<file path="src/inc/cantmc_pkg.sv">
// Constants, types and state layout for the CAN transceiver mode control
package cantmc_pkg;
   // Clock rate in kHz
   localparam int          CLK_KHZ          = 25000;
   // Timing figures in microseconds
   localparam int          WAKE_FILTER_US   = 1;
   localparam int          WAKE_RX_DLY_US   = 1;
   localparam int          WAKE_REL_DLY_US  = 1;
   localparam int          DOM_TIMEOUT_US   = 1000;
   // Cycle counts derived from the rate
   localparam int          WAKE_FILTER_CYC  = WAKE_FILTER_US * CLK_KHZ / 1000;
   localparam int          WAKE_RX_DLY_CYC  = WAKE_RX_DLY_US * CLK_KHZ / 1000;
   localparam int          WAKE_REL_DLY_CYC = WAKE_REL_DLY_US * CLK_KHZ / 1000;
   localparam int          DOM_TIMEOUT_CYC  = DOM_TIMEOUT_US * CLK_KHZ / 1000;
   // Counter width and saturation value
   localparam int          CNT_W            = 16;
   localparam logic [15:0] CNT_ZERO         = 16'h0000;
   localparam logic [15:0] CNT_ONE          = 16'h0001;
   localparam logic [15:0] CNT_MAX          = 16'hFFFF;

   // Standby wake states
   typedef enum logic [2:0] {
      WK_IDLE,     // Bus recessive, no report
      WK_BLOCK,    // Initial dominant ignored until release
      WK_FILTER,   // Dominant being filtered
      WK_DELAY,    // Valid, waiting to report
      WK_ACTIVE,   // Receive held low
      WK_RELEASE   // Recessive, waiting to release
   } cantmc_wake_t;

   // State of the block apart from the output registers
   typedef struct packed {
      logic              txd_q;     // Previous transmit level
      logic              dom_off;   // Time-out transmitter disable
      logic [CNT_W-1:0]  dom_cnt;   // Dominant time-out counter
      logic              hot_off;   // Thermal transmitter disable
      cantmc_wake_t      wake;      // Wake state
      logic [CNT_W-1:0]  wake_cnt;  // Wake timing counter
      logic              stb_q;     // Previous mode
   } cantmc_state_t;

   // Pin-side outputs grouped
   typedef struct packed {
      logic drv_dom;    // Dominant driver on
      logic rxd;        // Receive output level
      logic split_oe;   // Split output enable
   } cantmc_out_t;
endpackage

</file>
<file path="src/design/cantmc_top.sv">
// Mode, wake, time-out and thermal control of the CAN transceiver
`timescale 1ns/1ps
module cantmc_top
   import cantmc_pkg::*;
#(
   parameter bit UNCOND_WAKE = 1'b1  // 1 unconditioned, 0 release-first
)
(
   // Clock and reset
   input  wire logic i_clock,
   input  wire logic i_srst,
   // Controller side
   input  wire logic i_transmit_in_n,   // Low requests dominant
   input  wire logic i_standby_select,  // High selects standby
   input  wire logic i_tx_floating,     // Transmit pin unconnected
   input  wire logic i_stb_floating,    // Standby pin unconnected
   output logic      o_receive_out,     // Receive data / wake report
   // Bus side
   input  wire logic i_bus_dominant,    // Normal receiver level
   input  wire logic i_lp_bus_dominant, // Low-power receiver level
   input  wire logic i_overtemp,        // Junction overtemperature
   output logic      o_drive_dominant,  // Dominant driver enable
   output logic      o_normal_rx_en,    // Normal receiver enable
   output logic      o_split_out,       // Split output level request
   output logic      o_split_oe         // Split output drive enable
);

   // State registers
   cantmc_state_t st_r;
   cantmc_state_t st_nxt;
   cantmc_out_t   out_r;
   cantmc_out_t   out_nxt;
   // Effective pin levels
   logic          txd;
   logic          stb;

   // Floating pins read high
   assign txd = i_transmit_in_n | i_tx_floating;
   assign stb = i_standby_select | i_stb_floating;

   // Next state and outputs
   always_comb
   begin
      st_nxt  = st_r;
      out_nxt = out_r;
      st_nxt.txd_q = txd;
      st_nxt.stb_q = stb;
      // Dominant time-out timer
      if (txd)
      begin
         st_nxt.dom_cnt = CNT_ZERO;
         st_nxt.dom_off = 1'b0;
      end
      else if (st_r.txd_q)
      begin
         st_nxt.dom_cnt = CNT_ONE;
      end
      else if (st_r.dom_cnt >= CNT_W'(DOM_TIMEOUT_CYC))
      begin
         st_nxt.dom_off = 1'b1;
      end
      else
      begin
         st_nxt.dom_cnt = st_r.dom_cnt + CNT_ONE;
      end
      // Thermal disable
      if (i_overtemp)
         st_nxt.hot_off = 1'b1;
      else if (txd)
         st_nxt.hot_off = 1'b0;
      // Wake detector, standby only
      if (!stb)
      begin
         st_nxt.wake     = WK_IDLE;
         st_nxt.wake_cnt = CNT_ZERO;
      end
      else if (!st_r.stb_q)
      begin
         // Standby entry, on a dominant bus or not
         st_nxt.wake_cnt = CNT_ZERO;
         if (i_lp_bus_dominant)
            st_nxt.wake = UNCOND_WAKE ? WK_ACTIVE : WK_BLOCK;
         else
            st_nxt.wake = WK_IDLE;
      end
      else
      begin
         if (st_r.wake_cnt != CNT_MAX)
            st_nxt.wake_cnt = st_r.wake_cnt + CNT_ONE;
         case (st_r.wake)
            WK_IDLE:
               if (i_lp_bus_dominant)
               begin
                  st_nxt.wake     = WK_FILTER;
                  st_nxt.wake_cnt = CNT_ONE;
               end
            WK_BLOCK:
               if (!i_lp_bus_dominant)
                  st_nxt.wake = WK_IDLE;
            WK_FILTER:
               if (!i_lp_bus_dominant)
                  st_nxt.wake = WK_IDLE;
               else if (st_r.wake_cnt >= CNT_W'(WAKE_FILTER_CYC))
               begin
                  st_nxt.wake     = WK_DELAY;
                  st_nxt.wake_cnt = CNT_ONE;
               end
            WK_DELAY:
               if (st_r.wake_cnt >= CNT_W'(WAKE_RX_DLY_CYC))
                  st_nxt.wake = WK_ACTIVE;
            WK_ACTIVE:
               if (!i_lp_bus_dominant)
               begin
                  st_nxt.wake     = WK_RELEASE;
                  st_nxt.wake_cnt = CNT_ONE;
               end
            WK_RELEASE:
               if (i_lp_bus_dominant)
                  st_nxt.wake = WK_ACTIVE;
               else if (st_r.wake_cnt >= CNT_W'(WAKE_REL_DLY_CYC))
                  st_nxt.wake = WK_IDLE;
            default:
               st_nxt.wake = WK_IDLE;
         endcase
      end
      // Outputs from next state
      if (stb)
      begin
         out_nxt.drv_dom  = 1'b0;
         out_nxt.split_oe = 1'b0;
         out_nxt.rxd      = !(st_nxt.wake == WK_ACTIVE ||
                              st_nxt.wake == WK_RELEASE);
      end
      else
      begin
         out_nxt.drv_dom  = !txd && !st_nxt.dom_off &&
                            !st_nxt.hot_off;
         out_nxt.split_oe = 1'b1;
         out_nxt.rxd      = !i_bus_dominant;
      end
   end

   // Register the state
   always_ff @(posedge i_clock)
   begin
      if (i_srst)
      begin
         st_r  <= '{txd_q: 1'b1, dom_off: 1'b0, dom_cnt: CNT_ZERO,
                    hot_off: 1'b0, wake: WK_IDLE, wake_cnt: CNT_ZERO,
                    stb_q: 1'b1};
         out_r <= '{drv_dom: 1'b0, rxd: 1'b1, split_oe: 1'b0};
      end
      else
      begin
         st_r  <= st_nxt;
         out_r <= out_nxt;
      end
   end

   // Pin outputs
   assign o_receive_out    = out_r.rxd;
   assign o_drive_dominant = out_r.drv_dom;
   assign o_split_oe       = out_r.split_oe;
   assign o_split_out      = 1'b1;
   assign o_normal_rx_en   = !st_r.stb_q;

   // Standby never drives the bus
   property p_stby_quiet;
      @(posedge i_clock) disable iff (i_srst)
      st_r.stb_q |-> !o_drive_dominant && !o_split_oe;
   endproperty
   a_stby_quiet: assert property (p_stby_quiet)
      else $error("bus driven in standby");

   // Normal mode receive follows bus
   property p_rx_follow;
      @(posedge i_clock) disable iff (i_srst)
      !stb ##1 !st_r.stb_q |-> o_receive_out == !$past(i_bus_dominant);
   endproperty
   a_rx_follow: assert property (p_rx_follow)
      else $error("receive does not follow bus");

   // Transmit low drives dominant when healthy
   property p_tx_dom;
      @(posedge i_clock) disable iff (i_srst)
      !stb && !txd && !st_nxt.dom_off && !i_overtemp && !st_r.hot_off
      |=> o_drive_dominant;
   endproperty
   a_tx_dom: assert property (p_tx_dom)
      else $error("dominant not driven");

   // Overtemperature stops the driver
   property p_hot;
      @(posedge i_clock) disable iff (i_srst)
      i_overtemp |=> !o_drive_dominant;
   endproperty
   a_hot: assert property (p_hot)
      else $error("driver on while hot");

   // Thermal off holds while transmit low
   property p_hot_hold;
      @(posedge i_clock) disable iff (i_srst)
      st_r.hot_off && !txd |=> st_r.hot_off;
   endproperty
   a_hot_hold: assert property (p_hot_hold)
      else $error("thermal off cleared early");

   // Time-out fires on long low
   property p_timeout;
      @(posedge i_clock) disable iff (i_srst)
      st_r.dom_cnt >= CNT_W'(DOM_TIMEOUT_CYC) && !txd && !st_r.txd_q
      |=> st_r.dom_off;
   endproperty
   a_timeout: assert property (p_timeout)
      else $error("time-out did not fire");

   // Falling edge starts timer
   property p_fall;
      @(posedge i_clock) disable iff (i_srst)
      $fell(txd) |-> st_r.txd_q ##1 st_r.dom_cnt == CNT_ONE;
   endproperty
   a_fall: assert property (p_fall)
      else $error("timer not started");

   // Rising edge clears disable
   property p_rise;
      @(posedge i_clock) disable iff (i_srst)
      txd |=> !st_r.dom_off && st_r.dom_cnt == CNT_ZERO;
   endproperty
   a_rise: assert property (p_rise)
      else $error("time-out not cleared");

   // Split enable tracks mode
   property p_split;
      @(posedge i_clock) disable iff (i_srst)
      !stb |=> o_split_oe;
   endproperty
   a_split: assert property (p_split)
      else $error("split not enabled");

   // Wake report only in active states
   property p_wake_rx;
      @(posedge i_clock) disable iff (i_srst)
      stb && st_r.stb_q && st_r.wake == WK_IDLE && !i_lp_bus_dominant
      |=> o_receive_out;
   endproperty
   a_wake_rx: assert property (p_wake_rx)
      else $error("wake report held");

endmodule // cantmc_top

</file>
<file path="config.mk">
export PLATFORM = sky130hd
export DESIGN_NAME = cantmc_top
export DESIGN_NICKNAME = d
export VERILOG_FILES = /design/src/inc/cantmc_pkg.sv /design/src/design/cantmc_top.sv
export SDC_FILE = /design/constraint.sdc
export NUM_CORES = 1
export LEC_CHECK = 0
export BUFFER_PORTS_ARGS = -buffer_cell sky130_fd_sc_hd__buf_2
export CORE_MARGIN = 4
export CORE_UTILIZATION = 45
export CTS_CLUSTER_SIZE = 8
export DETAILED_ROUTE_END_ITERATION = 12
export GPL_ROUTABILITY_DRIVEN = 0
export GPL_TIMING_DRIVEN = 0
export HOLD_SLACK_MARGIN = 0.06
export PLACE_DENSITY_LB_ADDON = 0.3
export REMOVE_ABC_BUFFERS = 1
export SYNTH_ARGS = -nofsm -noshare
export SYNTH_HDL_FRONTEND = slang
export SYNTH_SLANG_ARGS = --single-unit
</file>
<file path="constraint.sdc">
create_clock -name i_clock -period 1.8 [get_ports i_clock]
set_input_delay 0.36 -clock i_clock [delete_from_list [all_inputs] [get_ports i_clock]]
set_output_delay 0.36 -clock i_clock [all_outputs]
set_load 0.01 [all_outputs]
</file>
==> results of run 1 <==
[per-layer routing]
metal / part of all wire / vias up / wire length [um] / GRT usage
met5: 0 / - / 0 / 0
met4: 0.014 / 0 / 66 / 0.0562
met3: 0.038 / 9 / 181 / 0.0473
met2: 0.49 / 37 / 2330 / 0.244
met1: 0.46 / 875 / 2160 / 0.183
li1: - / 975 / - / -
[logic make-up (layout without fill, tap and decap cells)]
| kind of cell | count (synthesis) | count (layout) | synth area share |
|---|---|---|---|
| adders and majority gates | 5 | 5 | 0.0297 |
| buffers and inverters | 17 | 40 | 0.0380 |
| other | 1 | 1 | 0.00178 |
| DFF | 42 | 42 | 0.399 |
| and+or+nand+nor | 120 | 120 | 0.314 |
| muxes | 2 | 2 | 0.00951 |
| xor gates and xnor gates | 11 | 11 | 0.0458 |
| AOI/OAI and AO/OA | 52 | 55 | 0.162 |
[registers in the layout (all words and copies together) (netlist names)]
| name | count |
|---|---|
| o_drive_dominant | 1 |
| o_receive_out | 1 |
| o_split_oe | 1 |
| st_r | 39 |
[final cells by class]
type | count | area share
well taps | 52 | 0.0251
clock inverters | 1 | 0.0116
flip-flops and latches | 42 | 0.327
inverters | 9 | 0.0130
clock buffers | 6 | 0.0319
repair buffers | 24 | 0.0671
multi-input cells | 194 | 0.524
[through the flow]
| step | hold WS (ns) | util | instance area (sq um) | cells |
|---|---|---|---|---|
| finish | 0.263 | 0.583 | 2590 | 328 |
| global route | 0.255 | 0.583 | 2590 | 328 |
| CTS | 0.253 | 0.528 | 2350 | 315 |
| detailed placement | 0.455 | 0.492 | 2180 | 306 |
| global placement | 0.448 | 0.492 | 2180 | 306 |
| floorplan | 0.432 | - | 2060 | 242 |
[final timing paths]
path	slack, ns	startpoint	endpoint
worst max-delay path	0.02	st_r[24]$_SDFFE_PP0N_	st_r[28]$_SDFFE_PP0N_
worst min-delay path	0.26	i_bus_dominant	o_receive_out$_SDFF_PP1_
worst max register to register	0.02	st_r[24]$_SDFFE_PP0N_	st_r[28]$_SDFFE_PP0N_
worst min register to register	0.47	st_r[37]$_SDFF_PP0_	st_r[37]$_SDFF_PP0_
[timing repair]
action                                  4_1_cts  5_1_grt
resized for setup                             6       24
endpoints found under the setup margin       18       26
gates cloned                                  1        2
pin swaps                                     3       15
buffers inserted                              1       11
[cells in the final DEF (no fill, tap or decap), types with 3 or more instances in the layout]
cell,instances
sky130_fd_sc_hd__nor4_4,3
sky130_fd_sc_hd__xnor2_1,11
sky130_fd_sc_hd__buf_2,12
sky130_fd_sc_hd__o31ai_1,3
sky130_fd_sc_hd__or3_1,13
sky130_fd_sc_hd__or4_1,3
sky130_fd_sc_hd__clkbuf_8,6
sky130_fd_sc_hd__dfxtp_1,38
sky130_fd_sc_hd__nor2_1,30
sky130_fd_sc_hd__buf_4,8
sky130_fd_sc_hd__ha_1,3
sky130_fd_sc_hd__nand3_1,10
sky130_fd_sc_hd__a21oi_1,18
sky130_fd_sc_hd__o21ai_0,14
sky130_fd_sc_hd__inv_1,8
sky130_fd_sc_hd__nand4_1,7
sky130_fd_sc_hd__nor3_1,9
sky130_fd_sc_hd__nand2_1,18
sky130_fd_sc_hd__dfxtp_2,3
sky130_fd_sc_hd__buf_6,3
[worst max-delay path: cells and delay by family, from the launching register on]
family	cells	cell delay, ns
and+or+nand+nor	1	0.56
AOI/OAI and AO/OA	4	0.80
DFF	1	0.35
[power by group]
part | internal, W | switching [W]
Sequential | 0.000941 | 0.0000134
Combinational | 0.0000585 | 0.0000590
Clock | 0.000444 | 0.000316
Total | 0.00144 | 0.000388
==> impl_summary.log, run 1 <==
INFO  metric postSynth.asyncResetShare = 0
INFO  metric ys_ff_latch = 42
INFO  metric timing.fmax = 0.563 GHz
INFO  metric start_kind = flip-flop
INFO  metric leakagePower = 0.854 nW
INFO  metric total_power = 0.00183 W
INFO  metric minimum_setup_slack_after_placement = -0.212 ns
INFO  metric fin_crit = 1.78 ns
INFO  metric hold_path_depth = 2
INFO  metric route.detailed.wl_per_inst = 14.4 um
INFO  metric ctsHoldBuffers = 0
INFO  metric setup-violations-final = 0
INFO  metric floorplan.initialDensity = 0.474
INFO  metric ys_top_cells_by_area = sky130_fd_sc_hd__dfxtp_1, sky130_fd_sc_hd__nor2_1, sky130_fd_sc_hd__xnor2_1
INFO  metric drive_gt1_frac = 0.225
INFO  metric reg2regPathDepth = 5
INFO  metric clock_latency = 0.30 ns
INFO  metric layout-area-overhead-vs-synth = 23.1%
INFO  metric most_area_hungry_cell_type_in_the_yosys_netlist = sky130_fd_sc_hd__dfxtp_1
INFO  metric ff_latch_area = 848 sq um
INFO  metric synth.lib_cells_used.distinct = 50
INFO  metric cts_tree = built
INFO  metric dp_hpwl = 2790 um
INFO  metric crit_arrival = 2.01 ns
INFO  metric syn_inst = 250
INFO  metric avg_synthesized_cell_area = 8.42 sq um
INFO  metric worst-setup-path-type = flip-flop to flip-flop
INFO  metric synth-main-ff-cell = sky130_fd_sc_hd__dfxtp_1
INFO  metric synthMostInstantiatedCell = sky130_fd_sc_hd__dfxtp_1
INFO  metric num_antenna_cells = 0
INFO  metric cp_data_required_time = 2.03 ns
INFO  metric ys_seq_area_frac = 0.399
INFO  metric grt_pass1_wl = 7310 um
INFO  metric setup_slack = 0.0225 ns
INFO  metric rsz0062_at_grt = true
INFO  metric cellPowerDensity = 706 nW/um^2
INFO  metric synth.top_cells.by_count = sky130_fd_sc_hd__dfxtp_1, sky130_fd_sc_hd__nor2_1, sky130_fd_sc_hd__a21oi_1
INFO  metric clock_tree_sinks = 42
INFO  metric timing_hold_violations_final = 0
INFO  metric synthesis.yosys.warnings = 0
INFO  metric finClkSkew = 0.00957 ns
INFO  metric irDropWorstVdd = 0.552 mV
INFO  metric coreArea = 4440 sq um
INFO  metric floorplan.die.width = 76.4 um
INFO  metric timing.critical_path.slowest_stage_cell = sky130_fd_sc_hd__or4_1
INFO  metric dr_pass1_iterations = 4
INFO  metric post_drt_via_cell_ratio = 5.78
INFO  metric dieArea = 5840 sq um
INFO  metric initialDrtViolationCount = 115
INFO  metric maximum_number_of_pins_on_one_net_before_global_route_repair = 16
INFO  metric die_h = 76.4 um
INFO  metric maxCapViolations = 0
INFO  metric worstHoldPathType = input port to flip-flop
INFO  metric totalNegativeSetupSlack = 0 ns
INFO  metric grt_pass1_vias = 1,663
INFO  metric clk_pin_slew_worst_paths = 0.08 ns
INFO  metric synth-edff-count = 0
INFO  metric crit_path_cell_trace = o21a_1, o211ai_4, a31oi_4, or4_1, a21oi_2
INFO  metric setup.worst_path.end_class = flip-flop
INFO  metric number_of_buffers_inserted_during_clock_tree_synthesis = 5
INFO  metric htree_num_levels = 2
INFO  metric max_slew.worst_pin.slew = 0.646 ns
INFO  metric area_taken_by_multi_input_logic_gates = 1360 sq um
INFO  metric final_net_count = 290
INFO  metric slew_headroom = 0.569
INFO  metric cts-root-to-sink-buffers = 2
INFO  metric run_status = finished, final reports clean
INFO  metric n_fill_cell = 380
INFO  metric floorplan.io_pins = 14
INFO  metric remaining_drc_errors = 0
INFO  metric synth_top_area_share = 0.399
INFO  metric placementRows = 24
INFO  metric grt_antenna_before_repair = 0
INFO  metric num_vias = 1,896
INFO  metric report.final.slew_viol_count = 0
INFO  metric track_usage = 0.149
INFO  metric numPortBuffers = 12
INFO  metric cp_slowest_stage_delay = 0.56 ns
INFO  metric cts.root.buffer_cell = sky130_fd_sc_hd__clkbuf_8
INFO  metric drt.antenna.violating_nets = 0
INFO  metric worstPathMaxFanout = 7
INFO  metric final.period_utilization = 0.987
INFO  metric drt-total-wl = 4740 um
INFO  metric synth.cell_area = 2110 sq um
INFO  metric globalRoute.totalOverflow = 0
No activity file was read; power rests on OpenSTA's default activity.
==> run 2: changes to the inputs <==
==> constraint.sdc (replaced) <==
create_clock -name i_clock -period 1.5 [get_ports i_clock]
set_input_delay 0.3 -clock i_clock [delete_from_list [all_inputs] [get_ports i_clock]]
set_output_delay 0.3 -clock i_clock [all_outputs]
set_load 0.01 [all_outputs]
==> impl_summary.log, run 2 (synthesis gave the netlist of run 1 again) <==
INFO  metric floorplan.die.width = 76.4 um (unchanged)
INFO  metric maximum_number_of_pins_on_one_net_before_global_route_repair = 15 (-1)
INFO  metric dieArea = 5840 sq um (unchanged)
INFO  metric coreArea = 4440 sq um (unchanged)
INFO  metric setup.worst_path.end_class = flip-flop
INFO  metric final_cell_count_no_fill = 343 (+4.6%)
INFO  metric final.period_utilization = 1.13 (+0.139)
INFO  metric worst-setup-path-type = flip-flop to flip-flop
INFO  metric worstPathMaxFanout = 5 (-2)
INFO  metric floorplan.io_pins = 14 (unchanged)
INFO  metric grt_pass1_wl = 8640 um (+18%)
INFO  metric mostFrequentLayoutCells = sky130_fd_sc_hd__nor2_1, sky130_fd_sc_hd__dfxtp_1, sky130_fd_sc_hd__nand2_1, sky130_fd_sc_hd__buf_4, sky130_fd_sc_hd__dfxtp_2
INFO  metric seq_power_share = 0.516 (-0.005)
INFO  metric drt.antenna.violating_nets = 0 (unchanged)
INFO  metric timing_hold_violations_final = 0 (unchanged)
INFO  metric power_frac_clock = 0.417 (+0.002)
INFO  metric dr_pass1_iterations = 4 (unchanged)
INFO  metric max_ffs_per_register = 39 (unchanged)
INFO  metric drt-met1-wl = 2280 um (+5.5%)
INFO  metric remaining_drc_errors = 0 (unchanged)
INFO  metric rsz0062_at_grt = true
INFO  metric max_used_layer = met4
INFO  metric n_fill_cell = 346 (-8.9%)
INFO  metric htree_num_levels = 2 (unchanged)
INFO  metric dp_hpwl = 2790 um (unchanged)
INFO  metric setup-violations-final = 32 (+32)
INFO  metric net_sw_frac = 0.218 (+0.00570)
INFO  metric share_comb_of_total_power = 0.068 (+0.004)
INFO  metric crit_arrival = 1.91 ns (-0.10 ns)
INFO  metric setup_slack = -0.189 ns (-0.212 ns)
INFO  metric worstHoldPathType = input port to flip-flop
INFO  metric clock_latency = 0.30 ns (about the same)
INFO  metric num_antenna_cells = 0 (unchanged)
INFO  metric finClkSkew = 0.0105 ns (+0.000910 ns)
INFO  metric detailroute.wirelength.met2 = 2750 um (+18%)
INFO  metric route.detailed.wl_per_inst = 15.6 um (+7.9%)
INFO  metric clock_tree_sinks = 42 (unchanged)
INFO  metric total_power = 0.00221 W (+20%)
INFO  metric timing.critical_path.slowest_stage_cell = sky130_fd_sc_hd__or4b_1
INFO  metric max_slew.worst_pin.slew = 0.509 ns (-0.137 ns)
INFO  metric total_switching_power = 0.000480 W (+24%)
INFO  metric failed_checks = negative setup slack
INFO  metric globalRoute.totalOverflow = 0 (unchanged)
INFO  metric drive_gt1_frac = 0.405 (+0.181)
INFO  metric placementRows = 24 (unchanged)
INFO  metric cts.root.buffer_cell = sky130_fd_sc_hd__clkbuf_8
INFO  metric leakagePower = 0.962 nW (+13%)
INFO  metric place.detailed.instances = 306 (unchanged)
INFO  metric track_usage = 0.180 (+0.0303)
INFO  metric die_h = 76.4 um (unchanged)
INFO  metric report.final.slew_viol_count = 0 (unchanged)
INFO  metric grt_antenna_before_repair = 0 (unchanged)
INFO  metric final_net_count = 305 (+5.2%)
INFO  metric layout-area-overhead-vs-synth = 38.1%
INFO  metric clk_pin_slew_worst_paths = 0.08 ns (about the same)
INFO  metric irDropWorstVdd = 0.607 mV (+10%)
INFO  metric initialDrtViolationCount = 128 (+11%)
INFO  metric detailroute.wirelength.met3 = 206 um (+14%)
INFO  metric cts_tree = built
INFO  metric crit_path_cell_trace = inv_2, ha_2, nor3b_2, o21ai_2, nor2_4, or4b_1, a31oi_1
INFO  metric maxCapViolations = 0 (unchanged)
INFO  metric floorplan.initialDensity = 0.474 (unchanged)
INFO  metric number_of_buffers_inserted_during_clock_tree_synthesis = 5 (unchanged)
INFO  metric run_status = complete, but fails checks
INFO  metric num_vias = 2,026 (+6.9%)
INFO  metric start_kind = flip-flop
INFO  metric numPortBuffers = 12 (unchanged)
INFO  metric cp_data_required_time = 1.72 ns (-0.31 ns)
INFO  metric cp_slowest_stage_delay = 0.47 ns (-0.09 ns)
INFO  metric slew_headroom = 0.660 (+0.0902)
INFO  metric fin_crit = 1.69 ns (-0.0881 ns)
INFO  metric worst_hold_slack = 0.193 ns (-0.0695 ns)
INFO  metric cts-root-to-sink-buffers = 2 (unchanged)
INFO  metric drt-total-wl = 5350 um (+13%)
INFO  metric grt_pass1_vias = 1,982 (+19%)
INFO  metric ff_latch_area = 882 sq um (+4.0%)
INFO  metric area_taken_by_multi_input_logic_gates = 1500 sq um (+10%)
INFO  metric post_drt_via_cell_ratio = 5.91 (+2.2%)
INFO  metric cellPowerDensity = 759 nW/um^2 (+7.4%)
INFO  metric timing.fmax = 0.592 GHz (+5.2%)
INFO  metric p_int = 0.00173 W (+20%)
INFO  metric layout.cells.most_common = sky130_fd_sc_hd__nor2_1
INFO  metric registers.top_by_ff_count = st_r
[run 2: cell count changes in the layout (fill, tap and decap cells not counted), sizes merged]
cell	delta
buf	+15
[run 2: per-layer routing]
layer,vias to the layer above,track usage
li1,1002,-
met1,963,0.207
met2,46,0.302
met3,15,0.0532
met4,0,0.0870
met5,-,0
[run 2: area by class of cell]
| cell class | count | share of cell area |
|---|---|---|
| clock inverters | 1 | 0.0103 |
| clock buffers | 6 | 0.0284 |
| flip-flops and latches | 42 | 0.303 |
| repair buffers | 39 | 0.108 |
| multi-input cells | 194 | 0.516 |
| inverters | 9 | 0.0116 |
| well taps | 52 | 0.0224 |
[run 2: power groups by stage]
stage / Sequential [W] / Combinational [W] / Clock [W]
after floorplan: 0.00117 / 0.0000620 / 0
after global placement: 0.00117 / 0.0000924 / 0
after detailed placement: 0.00117 / 0.0000935 / 0
after CTS: 0.00114 / 0.000136 / 0.000936
after global routing: 0.00114 / 0.000164 / 0.000993
final: 0.00114 / 0.000150 / 0.000919
[run 2: timing repair]
action	CTS	global route
gates cloned	3	0
endpoints found under the hold margin	0	0
hold buffers	0	0
gates resized for setup	47	44
setup endpoints to repair	36	37
pin swaps	43	24
setup buffers	21	6
[run 2: path summary, 6_finish.rpt]
path                            start                       end  slack, ns  depth (start not counted)
setup / recovery   st_r[2]$_SDFF_PP0_       st_r[17]$_SDFF_PP0_      -0.19                          7
hold / removal         i_bus_dominant  o_receive_out$_SDFF_PP1_       0.19                          2
setup reg to reg   st_r[2]$_SDFF_PP0_       st_r[17]$_SDFF_PP0_      -0.19                          7
hold reg to reg   st_r[20]$_SDFF_PP0_       st_r[20]$_SDFF_PP0_       0.49                          2
[run 2: worst max-delay path, delay by kind of cell (launching register included)]
| kind | cells | cell delay (ns) |
|---|---|---|
| AND/OR/NAND/NOR | 3 | 0.71 |
| adder cells (fa/ha/maj) | 1 | 0.16 |
| AO/OA/AOI/OAI | 2 | 0.36 |
| buffers and inverters | 1 | 0.04 |
| flip-flops | 1 | 0.36 |
[run 2: metrics by stage]
step                 util  instance area (sq um)  worst slack [ns]  setup TNS (ns)
global route        0.654                   2910            -0.279           -6.46
floorplan               -                   2060            -0.181           -2.94
global placement    0.492                   2180            -0.479           -9.81
detailed placement  0.492                   2180            -0.512          -10.68
finish              0.654                   2910            -0.189           -3.42
CTS                 0.610                   2710            -0.192           -3.13
